<file path="src/design/dose_pkg.sv">
/*
 * Shared constants and types of the dose monitor serial output block.
 * Assumes a 125 MHz system clock; all cycle counts derive from it.
 */
package dose_pkg;
   // ************************************************
   // Timing
   // ************************************************
   localparam int CLK_HZ = 125_000_000;
   localparam int BAUD = 115_200;
   localparam int BAUD_CYC = CLK_HZ / BAUD;
   localparam int SEC_MS = 1000;
   localparam int SETTLE_MS = 1200;
   localparam int GUARD_US = 150;
   localparam int SEC_CYC_DEF = (CLK_HZ / 1000) * SEC_MS;
   localparam int SETTLE_CYC_DEF = (CLK_HZ / 1000) * SETTLE_MS;
   localparam int GUARD_CYC_DEF = (CLK_HZ / 1_000_000) * GUARD_US;
   localparam int MEAS_S = 10;
   localparam int SENT_PER_MIN = 6;
   // ************************************************
   // Thresholds and sizes
   // ************************************************
   localparam logic [7:0] ALARM_CPS = 8'h46;
   localparam logic [19:0] ERR_MAX = 20'hDBBA0;
   localparam logic [23:0] BCD_MAX = 24'h999999;
   localparam logic [23:0] FW_VERSION = 24'h000100;
   localparam logic [4:0] SENT_LAST = 5'h11;
   localparam int FIFO_DEPTH = 32;
   // ************************************************
   // Characters and commands
   // ************************************************
   localparam logic [7:0] CH_START = 8'h24;
   localparam logic [7:0] CH_SEP = 8'h3B;
   localparam logic [7:0] CH_POINT = 8'h2E;
   localparam logic [7:0] CH_CR = 8'h0D;
   localparam logic [7:0] CH_LF = 8'h0A;
   localparam logic [7:0] CH_ZERO = 8'h30;
   localparam logic [7:0] CH_DOSE = 8'h36;
   localparam logic [7:0] CH_DREQ = 8'h44;
   localparam logic [7:0] CH_INFO = 8'h46;
   localparam logic [55:0] SUF_COUNT = 56'h20_43_50_2F_31_30_73;
   localparam logic [55:0] SUF_DOSE = 56'h20_20_6D_53_76_2F_68;
   localparam logic [55:0] SUF_INFO = 56'h20_46_57_2F_56_45_52;
   localparam logic [7:0] CMD_DOSE = 8'h64;
   localparam logic [7:0] CMD_RESTART = 8'h6E;
   localparam logic [7:0] CASE_BIT = 8'h20;
   // ************************************************
   // Types
   // ************************************************
   typedef enum logic [1:0] {K_INFO, K_COUNT, K_DOSE, K_DREQ} kind_t;
   typedef struct packed {
      logic last;
      logic [7:0] data;
   } tx_word_t;
endpackage

</file>
<file path="src/design/dose_monitor_serial_out.sv">
/*
 * Serial output logic of the dose monitor: detector pulse counting,
 * alarm and error flags, sentence generation, byte FIFO, UART transmit
 * with frame flag, and UART receive of single byte requests.
 * Assumes detector pulses and the receive line are asynchronous pins.
 */
`timescale 1ns/1ps

// ************************************************
// Byte FIFO
// ************************************************
module byte_fifo #(
   parameter int W = 9,
   parameter int D = 32
) (
   // Clock and reset
   input wire logic sys_clk,
   input wire logic resetn,
   // Fill side
   input wire logic in_valid,
   output logic in_ready,
   input wire logic [W-1:0] in_data,
   // Drain side
   output logic out_valid,
   input wire logic out_ready,
   output logic [W-1:0] out_data
);
   localparam int AW = $clog2(D);
   logic [W-1:0] mem [D];
   logic [AW:0] wr_r, rd_r;

   assign in_ready = (wr_r - rd_r) != (AW + 1)'(D);
   assign out_valid = wr_r != rd_r;
   assign out_data = mem[rd_r[AW-1:0]];

   // Storage written only when not full
   always_ff @(posedge sys_clk) begin
      if (in_valid && in_ready) begin
         mem[wr_r[AW-1:0]] <= in_data;
      end
   end

   // Pointers carry one extra bit to tell full from empty
   always_ff @(posedge sys_clk or negedge resetn) begin
      if (!resetn) begin
         wr_r <= '0;
         rd_r <= '0;
      end else begin
         if (in_valid && in_ready) begin
            wr_r <= wr_r + 1'b1;
         end
         if (out_valid && out_ready) begin
            rd_r <= rd_r + 1'b1;
         end
      end
   end
endmodule

// ************************************************
// Top
// ************************************************
// Function
// - Link runs 115200 baud, 8 data bits, no parity, one stop bit.
// - Wait 1.2 s settling, then 10 s measurement before sentence zero.
// - Send firmware info text right after reset, before measured data.
// - Periodic sentences need no command; idle receive line is harmless.
// - Sentences every 10 s; single byte requests answered any time.
// - Count over 1000 ms windows; alarm low within one second.
// - Alarm returns high one second after level drops below threshold.
// - Seventy or more counts per second is the alarm condition.
// - After each 60 s period, error low on zero counts or overload.
// - Error returns high in the next period once condition clears.
// - Frame flag low from before first byte until after last byte.
// - Frame flag low at least 100 us before and after the bits.
// - Count rate converted to millisieverts per hour for dose sentences.
// - Error when a minute sees zero or above 900000 counts.
// - Frame flag released 80 to 350 us after the final byte.
// - Ten second period counted from the crystal timebase.
// - Active low external reset restarts the processing core.
module dose_monitor_serial_out #(
   parameter int SEC_CYC = dose_pkg::SEC_CYC_DEF,
   parameter int SETTLE_CYC = dose_pkg::SETTLE_CYC_DEF,
   parameter int GUARD_CYC = dose_pkg::GUARD_CYC_DEF,
   // Clocks per serial bit; must not exceed 2048 for the bit counters
   parameter int BIT_CYC = dose_pkg::BAUD_CYC
) (
   // Clock and reset
   input wire logic sys_clk,
   input wire logic resetn,
   // Detector and serial pins
   input wire logic pulse_n,
   input wire logic rxd,
   output logic txd,
   // Status pins
   output logic frame_n,
   output logic alarm_n,
   output logic error_n
);
   typedef enum {TX_IDLE, TX_PRE, TX_SEND, TX_POST} tx_state_t;

   // Digit of a BCD field as an ASCII character
   function automatic logic [7:0] digit(logic [23:0] dg, int n);
      return dose_pkg::CH_ZERO | {4'h0, dg[n*4 +: 4]};
   endfunction

   // BCD increment, saturating at all nines
   function automatic logic [23:0] bcd_inc(logic [23:0] v);
      logic [23:0] r;
      logic c;
      r = v;
      c = 1'b1;
      if (v == dose_pkg::BCD_MAX) begin
         return v;
      end
      for (int n = 0; n < 6; n++) begin
         if (c) begin
            if (v[n*4 +: 4] == 4'h9) begin
               r[n*4 +: 4] = 4'h0;
            end else begin
               r[n*4 +: 4] = v[n*4 +: 4] + 4'h1;
               c = 1'b0;
            end
         end
      end
      return r;
   endfunction

   // Character at position i of a fixed 18 byte sentence
   function automatic logic [7:0] char_at(dose_pkg::kind_t k,
         logic [4:0] i, logic [23:0] dg, logic [7:0] tag);
      logic [55:0] suf;
      logic dose;
      int ii;
      ii = int'(i);
      dose = (k == dose_pkg::K_DOSE) || (k == dose_pkg::K_DREQ);
      suf = (k == dose_pkg::K_COUNT) ? dose_pkg::SUF_COUNT :
            (k == dose_pkg::K_INFO) ? dose_pkg::SUF_INFO :
            dose_pkg::SUF_DOSE;
      if (ii == 0) return dose_pkg::CH_START;
      if (ii == 1) return tag;
      if (ii == 2) return dose_pkg::CH_SEP;
      if (ii == 16) return dose_pkg::CH_CR;
      if (ii == 17) return dose_pkg::CH_LF;
      if (dose && ii == 3) return digit(dg, 5);
      if (dose && ii == 4) return dose_pkg::CH_POINT;
      if (dose && ii <= 9) return digit(dg, 9 - ii);
      if (!dose && ii <= 8) return digit(dg, 8 - ii);
      return suf[8*(15 - ii) +: 8];
   endfunction

   // ************************************************
   // Pin synchronisers
   // ************************************************
   logic [2:0] pulse_sync_r, rx_sync_r;
   logic pulse_lvl_r, pulse_prev_r, rx_lvl_r, rx_prev_r;
   logic count_ev;

   // Three stages; a level counts once the last two agree
   always_ff @(posedge sys_clk or negedge resetn) begin
      if (!resetn) begin
         pulse_sync_r <= 3'h7;
         rx_sync_r <= 3'h7;
         pulse_lvl_r <= 1'b1;
         pulse_prev_r <= 1'b1;
         rx_lvl_r <= 1'b1;
         rx_prev_r <= 1'b1;
      end else begin
         pulse_sync_r <= {pulse_sync_r[1:0], pulse_n};
         rx_sync_r <= {rx_sync_r[1:0], rxd};
         if (pulse_sync_r[1] == pulse_sync_r[2]) pulse_lvl_r <= pulse_sync_r[2];
         if (rx_sync_r[1] == rx_sync_r[2]) rx_lvl_r <= rx_sync_r[2];
         pulse_prev_r <= pulse_lvl_r;
         rx_prev_r <= rx_lvl_r;
      end
   end
   assign count_ev = pulse_prev_r && !pulse_lvl_r;

   // ************************************************
   // Timebase
   // ************************************************
   logic [27:0] settle_cnt_r, sec_cnt_r;
   logic running_r, restart_r;
   logic [3:0] sec_in_ten_r;
   logic [2:0] idx_r;
   logic sec_tick, ten_tick, min_end;

   assign sec_tick = running_r && (sec_cnt_r == 28'(SEC_CYC - 1));
   assign ten_tick = sec_tick && (sec_in_ten_r == 4'(dose_pkg::MEAS_S - 1));
   assign min_end = ten_tick &&
                    (idx_r == 3'(dose_pkg::SENT_PER_MIN - 1));

   // Settling delay then free running crystal derived seconds
   always_ff @(posedge sys_clk or negedge resetn) begin
      if (!resetn) begin
         settle_cnt_r <= '0;
         running_r <= 1'b0;
         sec_cnt_r <= '0;
         sec_in_ten_r <= '0;
         idx_r <= '0;
      end else if (!running_r) begin
         settle_cnt_r <= settle_cnt_r + 28'h0000001;
         running_r <= settle_cnt_r == 28'(SETTLE_CYC - 1);
      end else if (restart_r) begin
         sec_cnt_r <= '0;
         sec_in_ten_r <= '0;
         idx_r <= '0;
      end else begin
         sec_cnt_r <= sec_tick ? '0 : sec_cnt_r + 28'h0000001;
         if (sec_tick) begin
            sec_in_ten_r <= ten_tick ? '0 : sec_in_ten_r + 4'h1;
         end
         if (ten_tick) begin
            idx_r <= min_end ? '0 : idx_r + 3'h1;
         end
      end
   end

   // ************************************************
   // Counting, alarm and error
   // ************************************************
   logic [23:0] ten_bcd_r, ten_snap_r, min_bcd_r, min_snap_r;
   logic [19:0] min_bin_r;
   logic [7:0] cps_r;
   logic [2:0] cnt_num_r;
   logic alarm_n_r, error_n_r, min_bad;

   assign min_bad = (min_bin_r == '0) || (min_bin_r > dose_pkg::ERR_MAX);

   // Counters restart each window; a pulse on the boundary opens the next
   always_ff @(posedge sys_clk or negedge resetn) begin
      if (!resetn) begin
         ten_bcd_r <= '0;
         ten_snap_r <= '0;
         min_bcd_r <= '0;
         min_snap_r <= '0;
         min_bin_r <= '0;
         cps_r <= '0;
         cnt_num_r <= '0;
      end else if (restart_r || !running_r) begin
         ten_bcd_r <= '0;
         min_bcd_r <= '0;
         min_bin_r <= '0;
         cps_r <= '0;
      end else begin
         cps_r <= sec_tick ? {7'h0, count_ev} :
                  (count_ev && cps_r != 8'hFF) ? cps_r + 8'h01 : cps_r;
         ten_bcd_r <= ten_tick ? {23'h0, count_ev} :
                      count_ev ? bcd_inc(ten_bcd_r) : ten_bcd_r;
         // One count per minute is 0.00001 mSv/h, so the BCD minute
         // count is the dose rate with the point after its top digit
         min_bcd_r <= min_end ? {23'h0, count_ev} :
                      count_ev ? bcd_inc(min_bcd_r) : min_bcd_r;
         min_bin_r <= min_end ? {19'h0, count_ev} :
                      (count_ev && min_bin_r != 20'hFFFFF) ?
                      min_bin_r + 20'h00001 : min_bin_r;
         if (ten_tick) begin
            ten_snap_r <= ten_bcd_r;
            cnt_num_r <= idx_r;
         end
         if (min_end) min_snap_r <= min_bcd_r;
      end
   end

   // Alarm judged at each second, decoupled from the minute period
   always_ff @(posedge sys_clk or negedge resetn) begin
      if (!resetn) begin
         alarm_n_r <= 1'b1;
      end else if (sec_tick) begin
         alarm_n_r <= cps_r < dose_pkg::ALARM_CPS;
      end
   end

   // Error judged only at the end of each minute
   always_ff @(posedge sys_clk or negedge resetn) begin
      if (!resetn) begin
         error_n_r <= 1'b1;
      end else if (min_end) begin
         error_n_r <= !min_bad;
      end
   end

   // ************************************************
   // Receiver of single byte requests
   // ************************************************
   logic rx_busy_r, dreq_set;
   logic [10:0] rx_cnt_r;
   logic [3:0] rx_bit_r;
   logic [7:0] rx_sh_r;

   // Mid bit sampling; a start glitch or bad stop drops the byte
   always_ff @(posedge sys_clk or negedge resetn) begin
      if (!resetn) begin
         rx_busy_r <= 1'b0;
         rx_cnt_r <= '0;
         rx_bit_r <= '0;
         rx_sh_r <= '0;
         restart_r <= 1'b0;
         dreq_set <= 1'b0;
      end else begin
         restart_r <= 1'b0;
         dreq_set <= 1'b0;
         if (!rx_busy_r) begin
            if (rx_prev_r && !rx_lvl_r) begin
               rx_busy_r <= 1'b1;
               rx_cnt_r <= 11'(BIT_CYC / 2);
               rx_bit_r <= '0;
            end
         end else if (rx_cnt_r != '0) begin
            rx_cnt_r <= rx_cnt_r - 11'h001;
         end else begin
            rx_cnt_r <= 11'(BIT_CYC - 1);
            rx_bit_r <= rx_bit_r + 4'h1;
            if (rx_bit_r == 4'h0 && rx_lvl_r) rx_busy_r <= 1'b0;
            if (rx_bit_r >= 4'h1 && rx_bit_r <= 4'h8) begin
               rx_sh_r <= {rx_lvl_r, rx_sh_r[7:1]};
            end
            if (rx_bit_r == 4'h9) begin
               rx_busy_r <= 1'b0;
               // Requests are case blind; other bytes are ignored
               if (rx_lvl_r && (rx_sh_r | dose_pkg::CASE_BIT) ==
                   dose_pkg::CMD_DOSE) dreq_set <= 1'b1;
               if (rx_lvl_r && (rx_sh_r | dose_pkg::CASE_BIT) ==
                   dose_pkg::CMD_RESTART) restart_r <= 1'b1;
            end
         end
      end
   end

   // ************************************************
   // Sentence generator
   // ************************************************
   logic info_pend_r, cnt_pend_r, dose_pend_r, dreq_pend_r;
   logic gen_active_r, gen_start;
   dose_pkg::kind_t gen_kind_r, pick_kind;
   logic [4:0] gen_idx_r;
   logic [23:0] gen_dg_r;
   logic [7:0] gen_tag_r;
   dose_pkg::tx_word_t fifo_in, fifo_out;
   logic fifo_in_ready, fifo_out_valid, fifo_pop;

   assign gen_start = !gen_active_r &&
      (info_pend_r || cnt_pend_r || dose_pend_r || dreq_pend_r);
   assign pick_kind = info_pend_r ? dose_pkg::K_INFO :
                      cnt_pend_r ? dose_pkg::K_COUNT :
                      dose_pend_r ? dose_pkg::K_DOSE : dose_pkg::K_DREQ;
   // One driver for the whole word: last flag above the character
   assign fifo_in = {gen_idx_r == dose_pkg::SENT_LAST,
                     char_at(gen_kind_r, gen_idx_r, gen_dg_r, gen_tag_r)};

   // Pending requests; a new request wins over the clear on start
   always_ff @(posedge sys_clk or negedge resetn) begin
      if (!resetn) begin
         info_pend_r <= 1'b1;
         cnt_pend_r <= 1'b0;
         dose_pend_r <= 1'b0;
         dreq_pend_r <= 1'b0;
      end else begin
         if (gen_start && pick_kind == dose_pkg::K_INFO) info_pend_r <= 1'b0;
         cnt_pend_r <= ten_tick ||
            (cnt_pend_r && !(gen_start && pick_kind == dose_pkg::K_COUNT));
         dose_pend_r <= min_end ||
            (dose_pend_r && !(gen_start && pick_kind == dose_pkg::K_DOSE));
         dreq_pend_r <= dreq_set ||
            (dreq_pend_r && !(gen_start && pick_kind == dose_pkg::K_DREQ));
      end
   end

   // Writes 18 bytes per sentence, stalling while the FIFO is full
   always_ff @(posedge sys_clk or negedge resetn) begin
      if (!resetn) begin
         gen_active_r <= 1'b0;
         gen_kind_r <= dose_pkg::K_INFO;
         gen_idx_r <= '0;
         gen_dg_r <= '0;
         gen_tag_r <= '0;
      end else if (gen_start) begin
         gen_active_r <= 1'b1;
         gen_kind_r <= pick_kind;
         gen_idx_r <= '0;
         case (pick_kind)
            dose_pkg::K_INFO: begin
               gen_dg_r <= dose_pkg::FW_VERSION;
               gen_tag_r <= dose_pkg::CH_INFO;
            end
            dose_pkg::K_COUNT: begin
               gen_dg_r <= ten_snap_r;
               gen_tag_r <= dose_pkg::CH_ZERO | {5'h0, cnt_num_r};
            end
            dose_pkg::K_DOSE: begin
               gen_dg_r <= min_snap_r;
               gen_tag_r <= dose_pkg::CH_DOSE;
            end
            default: begin
               gen_dg_r <= min_snap_r;
               gen_tag_r <= dose_pkg::CH_DREQ;
            end
         endcase
      end else if (gen_active_r && fifo_in_ready) begin
         gen_idx_r <= gen_idx_r + 5'h01;
         if (fifo_in.last) gen_active_r <= 1'b0;
      end
   end

   byte_fifo #(.W(9), .D(dose_pkg::FIFO_DEPTH)) u_fifo (
      .sys_clk(sys_clk),
      .resetn(resetn),
      .in_valid(gen_active_r),
      .in_ready(fifo_in_ready),
      .in_data(fifo_in),
      .out_valid(fifo_out_valid),
      .out_ready(fifo_pop),
      .out_data(fifo_out)
   );

   // ************************************************
   // Transmitter and frame flag
   // ************************************************
   tx_state_t tx_state_r;
   logic [15:0] guard_r;
   logic [10:0] baud_r;
   logic [3:0] bit_r;
   logic [9:0] shift_r;
   logic busy_r, last_r, txd_r, frame_n_r, bit_end;

   assign bit_end = busy_r && baud_r == 11'(BIT_CYC - 1);
   assign fifo_pop = tx_state_r == TX_SEND && !busy_r && fifo_out_valid;

   // Guard time wraps each packet; a late byte holds the frame open
   always_ff @(posedge sys_clk or negedge resetn) begin
      if (!resetn) begin
         tx_state_r <= TX_IDLE;
         guard_r <= '0;
         baud_r <= '0;
         bit_r <= '0;
         shift_r <= '1;
         busy_r <= 1'b0;
         last_r <= 1'b0;
         txd_r <= 1'b1;
         frame_n_r <= 1'b1;
      end else begin
         case (tx_state_r)
            TX_IDLE: begin
               guard_r <= '0;
               if (fifo_out_valid) begin
                  frame_n_r <= 1'b0;
                  tx_state_r <= TX_PRE;
               end
            end
            TX_PRE: begin
               guard_r <= guard_r + 16'h0001;
               if (guard_r == 16'(GUARD_CYC - 1)) tx_state_r <= TX_SEND;
            end
            TX_SEND: begin
               guard_r <= '0;
               if (fifo_pop) begin
                  shift_r <= {1'b1, fifo_out.data, 1'b0};
                  txd_r <= 1'b0;
                  last_r <= fifo_out.last;
                  busy_r <= 1'b1;
                  baud_r <= '0;
                  bit_r <= '0;
               end else if (bit_end) begin
                  baud_r <= '0;
                  bit_r <= bit_r + 4'h1;
                  shift_r <= {1'b1, shift_r[9:1]};
                  txd_r <= shift_r[1];
                  if (bit_r == 4'h9) begin
                     busy_r <= 1'b0;
                     txd_r <= 1'b1;
                     if (last_r) tx_state_r <= TX_POST;
                  end
               end else if (busy_r) begin
                  baud_r <= baud_r + 11'h001;
               end
            end
            TX_POST: begin
               guard_r <= guard_r + 16'h0001;
               if (guard_r == 16'(GUARD_CYC - 1)) begin
                  frame_n_r <= 1'b1;
                  tx_state_r <= TX_IDLE;
               end
            end
            default: tx_state_r <= TX_IDLE;
         endcase
      end
   end

   assign txd = txd_r;
   assign frame_n = frame_n_r;
   assign alarm_n = alarm_n_r;
   assign error_n = error_n_r;
endmodule

</file>
<file path="config.mk">
export PLATFORM = sky130hd
export DESIGN_NAME = dose_monitor_serial_out
export DESIGN_NICKNAME = d
export VERILOG_FILES = /design/src/design/dose_pkg.sv /design/src/design/dose_monitor_serial_out.sv
export SDC_FILE = /design/constraint.sdc
export NUM_CORES = 1
export LEC_CHECK = 0
export BUFFER_PORTS_ARGS = -buffer_cell sky130_fd_sc_hd__buf_2
export CORE_ASPECT_RATIO = 0.7
export CORE_MARGIN = 2
export CORE_UTILIZATION = 30
export CTS_CLUSTER_SIZE = 10
export DETAILED_ROUTE_END_ITERATION = 8
export GPL_TIMING_DRIVEN = 0
export HOLD_SLACK_MARGIN = 0.03
export SETUP_SLACK_MARGIN = 0.2
export SYNTH_ARGS = -nofsm -noshare
export SYNTH_HDL_FRONTEND = slang
export SYNTH_SLANG_ARGS = --single-unit
</file>
<file path="constraint.sdc">
create_clock -name sys_clk -period 3.8 [get_ports sys_clk]
set_input_delay 0.19 -clock sys_clk [delete_from_list [all_inputs] [get_ports sys_clk]]
set_output_delay 0.19 -clock sys_clk [all_outputs]
set_load 0.02 [all_outputs]
</file>
==> impl_summary.log <==
[metrics] largest net degree at the start of global routing: 103
[metrics] top-count cell post-synth: sky130_fd_sc_hd__dfrtp_1
[metrics] Iteration-0 DRC Markers: 1766
[metrics] worst min-delay path category: in -> async
[metrics] Routability Congestion: 0.856
[metrics] RSZ-0062 raised after global routing: yes
[metrics] final routed DRC violation total: 0
[metrics] TritonCTS clock tree: built
[metrics] cell family contributing the most delay on the critical path: compound AO/OA/AOI/OAI gates
[metrics] leakage component of the power: 0.0116 uW
[metrics] clock network fraction of total power: 46.4%
[metrics] Clk pin slew, worst setup/hold paths: 0.06 ns
[metrics] number of synthesized register bits: about 580
[metrics] Post-synth EDFFs: 256
[metrics] antenna violations before repair: 0
[metrics] GR Overflow Total: 0
[metrics] maximum level of the CTS H-tree: 3
[metrics] Post-Route Setup TNS: 0 ns
[metrics] placed cell area: around 0.029 sq mm
[metrics] Fin. Hold Viols: 0
[metrics] WP buf/inv: 4
[metrics] ranking of synthesized cells by area: sky130_fd_sc_hd__edfxtp_1 (28%), sky130_fd_sc_hd__dfrtp_1 (28%), sky130_fd_sc_hd__mux4_2 (7.3%)
[metrics] final standard cell count with taps included and fillers excluded: 3501
[metrics] maximum fanout along the worst path: 10
[metrics] net count after synthesis: about 2300
[metrics] IO Pins: 8
[metrics] area growth from synthesis to final layout: 15.2%
[metrics] portion of the post-synthesis area used by sequential elements: 58.6%
[metrics] routed wire length per instance: 17.9 um
[metrics] count of inserted antenna diode cells: 0
[metrics] startpoint type of the worst setup path: register
[metrics] per-instance average area after synthesis: 12.4 sq um
[metrics] share of post-route cells with drive strength above 1: 15.1%
[metrics] vias in the first global route: 16922
[metrics] clk root buf: sky130_fd_sc_hd__clkbuf_16
[metrics] number of pins exceeding their max-slew limit in the final report: 0
[metrics] number of cells produced by synthesis: between 2000 and 2500
[metrics] Synthesis Warnings: 0
[metrics] first-pass GRT wire length: 100000 um
[metrics] initial cell density of the core: roughly 30%
[metrics] Placed Cells: 3374
[metrics] Hold Worst Slack: approximately 0.099 ns
[metrics] minimum clock period: 3.41 ns
[metrics] First-pass DRT Iterations: 6
[metrics] sequential power share: 51.3%
[metrics] Slowest cell on crit path: sky130_fd_sc_hd__o311ai_1
[metrics] pwr/cell area: ~420 mW/mm^2
[metrics] largest clock skew in the final design: 0.0294 ns
[metrics] Detail Placement HPWL: 42200 um
[metrics] data required time of the worst path: 4.18 ns
[metrics] area of the core region: about 0.090 sq mm
[metrics] Critical Path AT: between 3 and 4 ns
[metrics] CP max stage delay: 1.19 ns
[metrics] dominant cell type by count on the critical path: sky130_fd_sc_hd__clkbuf_2
[metrics] area share of the leading cell type in the synthesized netlist: 28.3%
[metrics] clock tree buffer depth: 3
[metrics] IR Drop Worst-Case VDD: 0.325 mV
[metrics] final setup fails: 0
[metrics] vertical extent of the die: around 260 um
[metrics] XOR/XNOR share of the synthesized area: ~3.7%
[metrics] category of the worst setup path capture point: register
[metrics] Synth Area in Compound Gates: around 7.2%
[metrics] number of cell rows: 92
[metrics] clock insertion delay at the later pin of the skew report: 0.63 ns
[metrics] count of maximum capacitance violations: 0
[metrics] cell depth of the worst setup path: 9
[metrics] cell types with the highest counts after synthesis: sky130_fd_sc_hd__dfrtp_1 (304), sky130_fd_sc_hd__edfxtp_1 (256), sky130_fd_sc_hd__nor2_1 (227)
[metrics] netlist area before placement: 0.0271 sq mm
[metrics] utilization after layout: 34.8%
[metrics] period utilisation layout: 89.6%
[metrics] combined global-route utilization of all metal layers: 13.6%
[metrics] count of distinct cell types in the synthesized netlist: 87
[metrics] Adder-Cell Fraction of Synth Area: under 10%
[metrics] Cell Chain, Critical Path: clkbuf_2 > clkinv_2 > ha_1 > clkbuf_2 > nor2_1 > a21oi_1 > o311ai_1 > a21oi_2 > buf_4
[metrics] switching share of power: 22.4%
[metrics] Simple-Gate Fraction of Synth Area: 14.4%
[metrics] Worst slew margin: 4.22%
[metrics] overall via count from detail_route: 17490
[metrics] worst reg-to-reg path cell count: 9
[metrics] antenna violation net count after detailed routing: 0
[metrics] routed via count divided by cell count: 5.00
[metrics] Die X-Extent: roughly 360 um
[metrics] number of buffer cells added on primary ports: 7
[metrics] net switching power of the design: about 2900 uW
[metrics] fmax: between 200 and 300 MHz
[metrics] cell internal power dissipation: about 10000 uW
[metrics] most frequently used flop master after synthesis: sky130_fd_sc_hd__dfrtp_1
[metrics] post-route cell area: ~0.031 sq mm
[metrics] number of buffers created by CTS: 68
[metrics] main combinational cell family by area after synthesis: simple AND/OR/NAND/NOR gates
[metrics] async set or reset register ratio after synthesis: 56.1%
[metrics] mux cell area share after synthesis: 10.3%
[metrics] post-layout net count: 2352
[metrics] Yosys top cell by area: sky130_fd_sc_hd__edfxtp_1
[metrics] clock net sink count: around 580
[metrics] Final Routed Wirelength: 62600 um
[metrics] die area: 0.0929 sq mm
[metrics] worst slew pin tran: 1.41 ns
[metrics] crit path kind: reg -> reg
[metrics] portion of total power attributed to combinational logic: 2.4%
[metrics] outcome: completed
routing by layer:
layer | GRT usage [%] | up-vias | routed length [um]
met3 | 3.23 | 76 | 4720
met2 | 17.8 | 512 | 24600
met1 | 22.1 | 8658 | 32300
li1 | - | 8244 | -
met4 | 3.15 | 0 | 1000
met5 | 0 | - | 0
repair_timing:
item                       CTS  global route
hold buffers                 3             0
setup buffers                8             0
gates resized for setup     57            21
hold endpoints to repair   180             0
setup endpoints to repair  468           330
cloned                       1             0
pin swaps                    5             0
power by group through the flow:
stage / Clock (uW) / Combinational (uW) / Sequential (uW)
final: 6070 / 310 / 6710
after global routing: 6470 / 356 / 6720
after CTS: 6210 / 318 / 6710
after detailed placement: 0 / 316 / 6820
after global placement: 0 / 295 / 6820
after floorplan: 0 / 190 / 6800
cell type report:
type	instances	area, sq um
buffer	93	440
clock buffer	108	1860
clock inverter	8	158
fill	8783	58500
inverter	65	245
multi-input combinational	1443	10800
sequential	583	15900
tap	1175	1470
timing repair buffer	26	360
through the flow:
step / setup WS [ns] / total power, uW
after floorplan: 0.202 / 6990
after global placement: -4.05 / 7120
after detailed placement: -1.03 / 7140
after CTS: 0.224 / 13200
after global routing: 0.195 / 13500
final: 0.394 / 13100
worst paths after layout:
| kind | from | slack, ns | to |
|---|---|---|---|
| max in group asynchronous | resetn | 2.28 | frame_n |
| hold / removal | resetn | 0.1 | ten_bcd_r[13] |
| setup / recovery | gen_idx_r[0] | 0.39 | u_fifo.mem[12][3] |
| hold reg to reg | pulse_sync_r[0] | 0.36 | pulse_sync_r[1] |
| min in group sys_clk | rxd | 0.21 | rx_sync_r[0] |
| setup reg to reg | gen_idx_r[0] | 0.39 | u_fifo.mem[12][3] |
layout by cell type, fill, tap and decap left out, types with 33 or more instances in the layout:
master	Yosys	layout
sky130_fd_sc_hd__clkbuf_1	66	95
sky130_fd_sc_hd__edfxtp_1	256	256
sky130_fd_sc_hd__mux4_2	88	88
sky130_fd_sc_hd__o21ai_0	84	81
sky130_fd_sc_hd__inv_1	63	63
sky130_fd_sc_hd__nor2_1	227	225
sky130_fd_sc_hd__nor3_1	66	65
sky130_fd_sc_hd__dfrtp_1	304	303
sky130_fd_sc_hd__clkbuf_16	0	68
sky130_fd_sc_hd__xnor2_1	60	60
sky130_fd_sc_hd__nand2_1	199	199
sky130_fd_sc_hd__xor2_1	55	54
sky130_fd_sc_hd__nand3_1	67	67
sky130_fd_sc_hd__a21oi_1	80	77
sky130_fd_sc_hd__ha_1	68	68
sky130_fd_sc_hd__and3_1	59	33
sky130_fd_sc_hd__nand4_1	33	33
registers in the layout (all words and copies together) (netlist names), 5 cells and up:
signal        count
gen_tag_r         5
rx_sh_r           8
u_fifo.wr_r       6
gen_dg_r         24
min_snap_r       24
ten_snap_r       24
baud_r           11
u_fifo.rd_r       6
gen_idx_r         5
min_bcd_r        24
rx_cnt_r         11
min_bin_r        20
shift_r           8
sec_cnt_r        28
ten_bcd_r        24
settle_cnt_r     28
cps_r             8
u_fifo.mem      256
guard_r          16
cell families after synthesis:
logic type / after synthesis
compound gates: 307
xor+xnor: 115
fa+ha+maj: 70
buf+inv: 159
flops: 583
mux: 155
simple gates: 795
Note: power is estimated with default switching activity, not from simulation.
